**src/rtl/addr_decoder_regs.svh**
```systemverilog
`ifndef ADDR_DECODER_REGS_SVH
`define ADDR_DECODER_REGS_SVH

// architectural region bounds
`define CODE_BASE 32'h0000_0000
`define CODE_TOP 32'h1FFF_FFFF
`define SRAM_WIN_BASE 32'h2000_0000
`define SRAM_WIN_TOP 32'h3FFF_FFFF
`define PERIPH_BASE 32'h4000_0000
`define PERIPH_TOP 32'h5FFF_FFFF
`define EXT_RAM_BASE 32'h6000_0000
`define EXT_RAM_TOP 32'h9FFF_FFFF
`define EXT_DEV_BASE 32'hA000_0000
`define EXT_DEV_TOP 32'hDFFF_FFFF
`define PPB_BASE 32'hE000_0000
`define PPB_TOP 32'hE00F_FFFF
`define DEVICE_BASE 32'hE010_0000
`define DEVICE_TOP 32'hFFFF_FFFF

// physical memories in the code region
`define VECTOR_TABLE_BASE 32'h0000_0000
`define ROM_BASE 32'h0000_0000
`define ROM_TOP 32'h0001_FFFF
`define SRAM_BASE 32'h0800_0000
`define SRAM_TOP 32'h0804_7FFF
`define APP_FLASH_BASE 32'h1000_0000
`define APP_FLASH_TOP 32'h100F_FFFF
`define AUX_FLASH_BASE 32'h1400_0000
`define AUX_FLASH_TOP 32'h1400_7FFF
`define SUP_FLASH_BASE 32'h1600_0000
`define SUP_FLASH_TOP 32'h1600_7FFF

`endif

```
**src/rtl/addr_decoder_pkg.sv**
```systemverilog
package addr_decoder_pkg;

  // architectural region of an address
  typedef enum logic [2:0] {
    REG_CODE,
    REG_SRAM_WIN,
    REG_PERIPH,
    REG_EXT_RAM,
    REG_EXT_DEV,
    REG_PPB,
    REG_DEVICE
  } region_t;

  // physical target selected for an access
  typedef enum logic [3:0] {
    TGT_NONE,
    TGT_BOOT_ROM,
    TGT_SRAM,
    TGT_APP_FLASH,
    TGT_AUX_FLASH,
    TGT_SUP_FLASH,
    TGT_PERIPH,
    TGT_SERIAL_MEM,
    TGT_PPB,
    TGT_DEVICE_REGS
  } target_t;

  // request from one cpu master
  typedef struct packed {
    logic valid;
    logic [31:0] addr;
    logic fetch;
  } cpu_req_t;

  // registered decode result for one master
  typedef struct packed {
    logic valid;
    logic [31:0] addr;
    region_t region;
    target_t target;
    logic exec_ok;
    logic error;
  } cpu_dec_t;

endpackage : addr_decoder_pkg

```
**src/rtl/dual_cpu_address_region_decoder.sv**
```systemverilog
`include "addr_decoder_regs.svh"

// Overview of operation
// - both masters decode through one identical fixed address map
// - addresses up to 0x1FFF_FFFF form the code region
// - vector table sits at address zero, bottom of the code region
// - fetches allowed only from code and external ram regions
// - sram window 0x2000_0000-0x3FFF_FFFF has no memory behind it
// - 0x4000_0000-0x5FFF_FFFF holds peripherals, no fetch, no bit-band alias
// - 0x6000_0000-0x9FFF_FFFF goes to serial memory interface, fetch allowed
// - external device range 0xA000_0000-0xDFFF_FFFF is unused
// - 0xE000_0000-0xE00F_FFFF reaches core private peripheral registers
// - topmost range up to 0xFFFF_FFFF decodes to device system registers
// - boot rom of 128 KB spans zero to 0x0001_FFFF
// - on-chip sram decoded at 0x0800_0000-0x0804_7FFF in code region
// - application flash selected at 0x1000_0000-0x100F_FFFF
// - auxiliary flash sector selected at 0x1400_0000-0x1400_7FFF
// - supervisory flash sector selected at 0x1600_0000-0x1600_7FFF
// - first fetches after reset come from the boot rom
module dual_cpu_address_region_decoder (
  input wire logic core_clk,
  input wire logic arst_n,
  input wire addr_decoder_pkg::cpu_req_t primary_cpu_core_req,
  input wire addr_decoder_pkg::cpu_req_t secondary_cpu_core_req,
  output addr_decoder_pkg::cpu_dec_t primary_cpu_core_dec,
  output addr_decoder_pkg::cpu_dec_t secondary_cpu_core_dec,
  output logic [31:0] reset_vector_addr,
  output logic boot_from_rom
);
  import addr_decoder_pkg::*;

  // classify an address into its architectural region
  function automatic region_t region_of(input logic [31:0] a);
    region_t r;
    r = REG_DEVICE;
    if (a <= `CODE_TOP) begin
      r = REG_CODE;
    end else if (a <= `SRAM_WIN_TOP) begin
      r = REG_SRAM_WIN;
    end else if (a <= `PERIPH_TOP) begin
      r = REG_PERIPH;
    end else if (a <= `EXT_RAM_TOP) begin
      r = REG_EXT_RAM;
    end else if (a <= `EXT_DEV_TOP) begin
      r = REG_EXT_DEV;
    end else if (a <= `PPB_TOP) begin
      r = REG_PPB;
    end else if (a >= `DEVICE_BASE) begin
      r = REG_DEVICE;
    end else begin
      r = REG_PPB;
    end
    return r;
  endfunction : region_of

  // select the physical target; gaps inside regions stay unmapped
  function automatic target_t target_of(input logic [31:0] a, input region_t r);
    target_t t;
    t = TGT_NONE;
    unique case (r)
      REG_CODE: begin
        if (a <= `ROM_TOP) begin
          t = TGT_BOOT_ROM;
        end else if (a >= `SRAM_BASE && a <= `SRAM_TOP) begin
          t = TGT_SRAM;
        end else if (a >= `APP_FLASH_BASE && a <= `APP_FLASH_TOP) begin
          t = TGT_APP_FLASH;
        end else if (a >= `AUX_FLASH_BASE && a <= `AUX_FLASH_TOP) begin
          t = TGT_AUX_FLASH;
        end else if (a >= `SUP_FLASH_BASE && a <= `SUP_FLASH_TOP) begin
          t = TGT_SUP_FLASH;
        end
      end
      REG_SRAM_WIN: t = TGT_NONE;
      REG_PERIPH: t = TGT_PERIPH;
      REG_EXT_RAM: t = TGT_SERIAL_MEM;
      REG_EXT_DEV: t = TGT_NONE;
      REG_PPB: t = (a <= `PPB_TOP) ? TGT_PPB : TGT_NONE;
      REG_DEVICE: t = TGT_DEVICE_REGS;
    endcase
    return t;
  endfunction : target_of

  // execute permission per region
  function automatic logic exec_of(input region_t r);
    return (r == REG_CODE) || (r == REG_EXT_RAM);
  endfunction : exec_of

  // full decode of one request
  function automatic cpu_dec_t decode(input cpu_req_t q);
    cpu_dec_t d;
    d.valid = q.valid;
    d.addr = q.addr;
    d.region = region_of(q.addr);
    d.target = target_of(q.addr, d.region);
    d.exec_ok = exec_of(d.region);
    d.error = q.valid && ((d.target == TGT_NONE) || (q.fetch && !d.exec_ok));
    return d;
  endfunction : decode

  cpu_dec_t pri_dec_d;
  cpu_dec_t sec_dec_d;
  cpu_dec_t pri_dec_q;
  cpu_dec_t sec_dec_q;
  logic boot_q;

  // same decode function for both masters
  always_comb begin
    pri_dec_d = decode(primary_cpu_core_req);
    sec_dec_d = decode(secondary_cpu_core_req);
  end

  // registered decode results
  always_ff @(posedge core_clk or negedge arst_n) begin
    if (!arst_n) begin
      pri_dec_q <= '{valid: 1'b0, addr: 32'h0000_0000, region: REG_CODE,
                     target: TGT_NONE, exec_ok: 1'b0, error: 1'b0};
      sec_dec_q <= '{valid: 1'b0, addr: 32'h0000_0000, region: REG_CODE,
                     target: TGT_NONE, exec_ok: 1'b0, error: 1'b0};
    end else begin
      pri_dec_q <= pri_dec_d;
      sec_dec_q <= sec_dec_d;
    end
  end

  // boot flag: high from reset until the first fetch is decoded
  always_ff @(posedge core_clk or negedge arst_n) begin
    if (!arst_n) begin
      boot_q <= 1'b1;
    end else if ((primary_cpu_core_req.valid && primary_cpu_core_req.fetch) ||
                 (secondary_cpu_core_req.valid && secondary_cpu_core_req.fetch)) begin
      boot_q <= 1'b0;
    end
  end

  assign primary_cpu_core_dec = pri_dec_q;
  assign secondary_cpu_core_dec = sec_dec_q;
  assign reset_vector_addr = `VECTOR_TABLE_BASE;
  assign boot_from_rom = boot_q;

endmodule : dual_cpu_address_region_decoder

```
**config.mk**
```make
export PLATFORM = sky130hd
export DESIGN_NAME = dual_cpu_address_region_decoder
export DESIGN_NICKNAME = d
export VERILOG_FILES = /design/src/rtl/addr_decoder_pkg.sv /design/src/rtl/dual_cpu_address_region_decoder.sv
export VERILOG_INCLUDE_DIRS = /design/src /design/src/rtl
export SDC_FILE = /design/constraint.sdc
export NUM_CORES = 1
export LEC_CHECK = 0
export ABC_AREA = 1
export CORE_ASPECT_RATIO = 0.5
export CORE_UTILIZATION = 53
export DETAILED_ROUTE_END_ITERATION = 16
export DONT_BUFFER_PORTS = 1
export PLACE_DENSITY = 0.69
export SLEW_MARGIN = 20
export SYNTH_ARGS = -nofsm -noshare
export SYNTH_HDL_FRONTEND = slang
export SYNTH_SLANG_ARGS = --single-unit
```
**constraint.sdc**
```tcl
create_clock -name core_clk -period 0.8 [get_ports core_clk]
set_input_delay 0.16 -clock core_clk [delete_from_list [all_inputs] [get_ports core_clk]]
set_output_delay 0.16 -clock core_clk [all_outputs]
set_load 0.02 [all_outputs]
```
==> out/summary.log <==
[status] status finished with violations
[status] failing checks design-rule violations, negative hold slack, negative setup slack
[timing] count of final max-slew check failures 0
[clock_tree] clock tree from TritonCTS done
[worst_setup_path] cell family contributing the most delay on the critical path simple AND/OR/NAND/NOR gates
[die] initial cell density of the core 56.1%
[worst_setup_path] flop-to-flop setup slack -0.07 ns
[worst_setup_path] Critical Path Most Common Cell sky130_fd_sc_hd__nand2_2
[timing] Fmax 844 MHz
[detailed_routing] metal3 WL 1220 µm
[clock_tree] Root Buffer sky130_fd_sc_hd__clkbuf_16
[worst_setup_path] crit-path max cell delay 0.17 ns
[global_route] largest net degree at the start of global routing 86
[clock_tree] sink count of the clock tree 85
[logic_synthesis] number of enable flip-flop cells after synthesis 0
[worst_setup_path] crit-path cells nor2_2, nand2_1, nor2_4, buf_4, nand3_1, nand2_2, nand2_2, nand2_2, nor2_1, nand3_1, nand2_1
[die] vertical die dimension 56.5 µm
[die] DIE WIDTH 111 µm
[timing] count of endpoints failing hold in the final timing report 85
[worst_setup_path] buffer and inverter count on the worst path 1
[logic_synthesis] number of storage elements in the synthesis netlist 85
[worst_setup_path] classification of the worst setup path in -> reg
[clock_tree] number of H-tree levels 3
[place] final weighted congestion of routability-driven global placement 0.794
[worst_setup_path] Worst path slowest cell sky130_fd_sc_hd__nor2_2
[timing] final worst-path cycle share 148%
[clock_tree] number of CTS-inserted buffers 9
[final_layout] Final Net Count 469
[final_layout] fill cell instance count of the final layout 225
[timing] Max Clock Skew 0 ns
[worst_setup_path] worst path arrival time 1.40 ns
[place] total half-perimeter wirelength after legalization and detailed placement 4440 µm
[final_layout] register cell area after layout 2220 µm²
[logic_synthesis] number of distinct library cells after synthesis 27
[detailed_routing] overall routed net length 11400 µm
[worst_setup_path] CP max FO 2
[timing] accumulated negative setup slack -14.49 ns
[logic_synthesis] Async SR Flop Fraction 100%
[timing] fin worst setup slack -0.384 ns
[clock_tree] maximum count of clock buffers along a single path 2
[worst_setup_path] Worst setup EP type register
[final_layout] area used by multi-input combinational logic 1010 µm²
[logic_synthesis] leading cell type by number of instances after synthesis sky130_fd_sc_hd__dfrtp_1
[pwr] total leakage power 2.16 nW
[logic_synthesis] synthesized area divided by synthesized cell count 11.1 µm²
[clock_tree] Hold-fix buffers, CTS 68
[logic_synthesis] synthesized instance count 283
[worst_setup_path] Worst Setup Start Kind input pin
[logic_synthesis] Mapped Area 3150 µm²
[detailed_routing] post-route met1 wirelength 3810 µm
[place] worst setup slack after placement -0.460 ns
[logic_synthesis] fraction of post-synthesis cell area in the top cell type by area 66.8%
[place] Cell Area, Placed 3430 µm²
[detailed_routing] post-route ant nets 0
[die] Core Region 5610 µm²
[clock_tree] clock-pin slew of the registers on the worst-case setup and hold paths 0.07 ns
[detailed_routing] routed wire length on met2 5520 µm
[timing] unrepaired setup endpoints after global routing yes
[worst_setup_path] Critical path origin primary_cpu_core_req[17]
[logic_synthesis] Yosys warnings 0
[timing] final number of setup-violating endpoints 96
[pwr] worst voltage drop across the vdd grid 1.36 mV
[final_layout] final instance area 4770 µm²
[detailed_routing] drt first pass iters 10
[die] Std-Cell Rows 19
[timing] Tmin final 1.18 ns
[worst_setup_path] critical path data required time 1.02 ns
[detailed_routing] uppermost routed layer met4
[clock_tree] insertion delay to the later sink of the worst-skew pair 0.33 ns
[global_route] initial antenna violation count 1
[logic_synthesis] sequential area share after synthesis 67.6%
[global_route] GR Util All Layers 31.0%
[global_route] number of global-route vias before repair 2550
[logic_synthesis] top post-synthesis cells by area sky130_fd_sc_hd__dfrtp_1 67%, sky130_fd_sc_hd__buf_4 7.6%, sky130_fd_sc_hd__nand2_1 5.5%
[detailed_routing] DR WL/cell 23.9 µm
[detailed_routing] violation count after the first detailed-routing iteration 309
[worst_setup_path] source of the worst register-to-register timing path boot_from_rom
[pwr] PwrDens 2140 nW/µm²
[detailed_routing] routed via count 2701
[global_route] wire length of the first global-routing pass 14000 µm
[logic_synthesis] most frequently used flop master after synthesis sky130_fd_sc_hd__dfrtp_1
[hold_path] type of the worst min-delay path in -> async
[die] count of boundary I/O pins 187
[die] die area 6270 µm²
[final_layout] synthesis-to-finish area growth 51.6%
[global_route] total grt overflow 0
[logic_synthesis] list of most frequent post-synthesis cells 84 x sky130_fd_sc_hd__dfrtp_1, 46 x sky130_fd_sc_hd__nand2_1, 32 x sky130_fd_sc_hd__buf_4
[logic_synthesis] library cell with the largest summed area after synthesis sky130_fd_sc_hd__dfrtp_1
[final_layout] fraction of final layout cells sized beyond drive strength 1 47.5%
[detailed_routing] post-detailed-route DRC marker count 21
[job] # Max-Cap Violations 0
[timing] tightest hold margin -0.495 ns
[place] number of port buffers 0
[detailed_routing] Via-to-Cell Ratio 5.65
routing by layer:
layer  up-vias  track usage (%)
met4         0             13.5
met2       246             58.1
met5         -                0
met3        88             12.7
met1      1306             30.4
li1       1061                -
area by class of cell:
type / instances / area share, %
Timing Repair Buffer: 106 / 20.5
Clock buffer: 9 / 4.72
Antenna cell: 1 / 0.0525
Inverter: 29 / 3.70
Clock inverter: 7 / 1.36
Tap cell: 73 / 1.92
Multi-Input combinational cell: 168 / 21.2
Sequential cell: 85 / 46.5
worst register-to-register path: stages (launching register included):
cell,delay [ns]
sky130_fd_sc_hd__dfstp_2,0.59
sky130_fd_sc_hd__nand2_1,0.08
sky130_fd_sc_hd__nor2_1,0.13
where the power goes:
group	internal, mW	total (mW)	switching, mW
Clock	2.20	4.13	1.93
Combinational	0.480	1.02	0.536
Sequential	4.59	5.05	0.465
state kept, by name (all words and copies together), names as in the netlist:
register,count
boot_from_rom,1
secondary_cpu_core_dec,42
primary_cpu_core_dec,42
logic make-up (layout without fill, tap and decap cells):
group / Yosys count / count (layout) / share of synthesized area, %
flip-flops: 85 / 85 / 67.6
buffers and inverters: 61 / 151 / 11.1
AND/OR/NAND/NOR: 121 / 121 / 18.5
other: 1 / 33 / 0.119
AO/OA/AOI/OAI: 15 / 15 / 2.66
cell usage in the layout, fill, tap and decap left out, types with 5 or more instances in the layout:
| cell | n |
|---|---|
| sky130_fd_sc_hd__a21oi_1 | 5 |
| sky130_fd_sc_hd__buf_4 | 35 |
| sky130_fd_sc_hd__clkbuf_16 | 9 |
| sky130_fd_sc_hd__conb_1 | 32 |
| sky130_fd_sc_hd__dfrtp_1 | 12 |
| sky130_fd_sc_hd__dfrtp_2 | 72 |
| sky130_fd_sc_hd__dlygate4sd3_1 | 68 |
| sky130_fd_sc_hd__inv_1 | 21 |
| sky130_fd_sc_hd__inv_6 | 5 |
| sky130_fd_sc_hd__nand2_1 | 28 |
| sky130_fd_sc_hd__nand2_2 | 16 |
| sky130_fd_sc_hd__nand2_4 | 6 |
| sky130_fd_sc_hd__nand3_1 | 9 |
| sky130_fd_sc_hd__nand3_2 | 6 |
| sky130_fd_sc_hd__nand4_1 | 7 |
| sky130_fd_sc_hd__nor2_1 | 16 |
| sky130_fd_sc_hd__nor2_2 | 8 |
| sky130_fd_sc_hd__nor2_4 | 10 |
per-stage QoR:
step           instances  total power [mW]  util (%)
2_1_floorplan        314              5.52         -
3_3_place_gp         386              5.58      61.1
3_5_place_dp         386              5.59      61.1
4_1_cts              471              9.85      80.2
5_1_grt              478              10.5      85.0
6_report             478              10.2      85.0
worst paths after layout:
check | to | depth (start not counted)
worst max-delay path | primary_cpu_core_dec[0] | 11
worst min-delay path | secondary_cpu_core_dec[21] | 0
worst max register to register | boot_from_rom | 2
worst min register to register | boot_from_rom | 2
max in group asynchronous | boot_from_rom | 0
min in group core_clk | secondary_cpu_core_dec[7] | 4
repair_timing:
action / CTS / global route
setup endpoints to repair: 92 / 97
resized for setup: 56 / 78
hold endpoints to repair: 153 / 85
cloned: 0 / 0
buffers inserted: 1 / 7
pin swaps: 9 / 35
(Power assumes the default switching activity.)
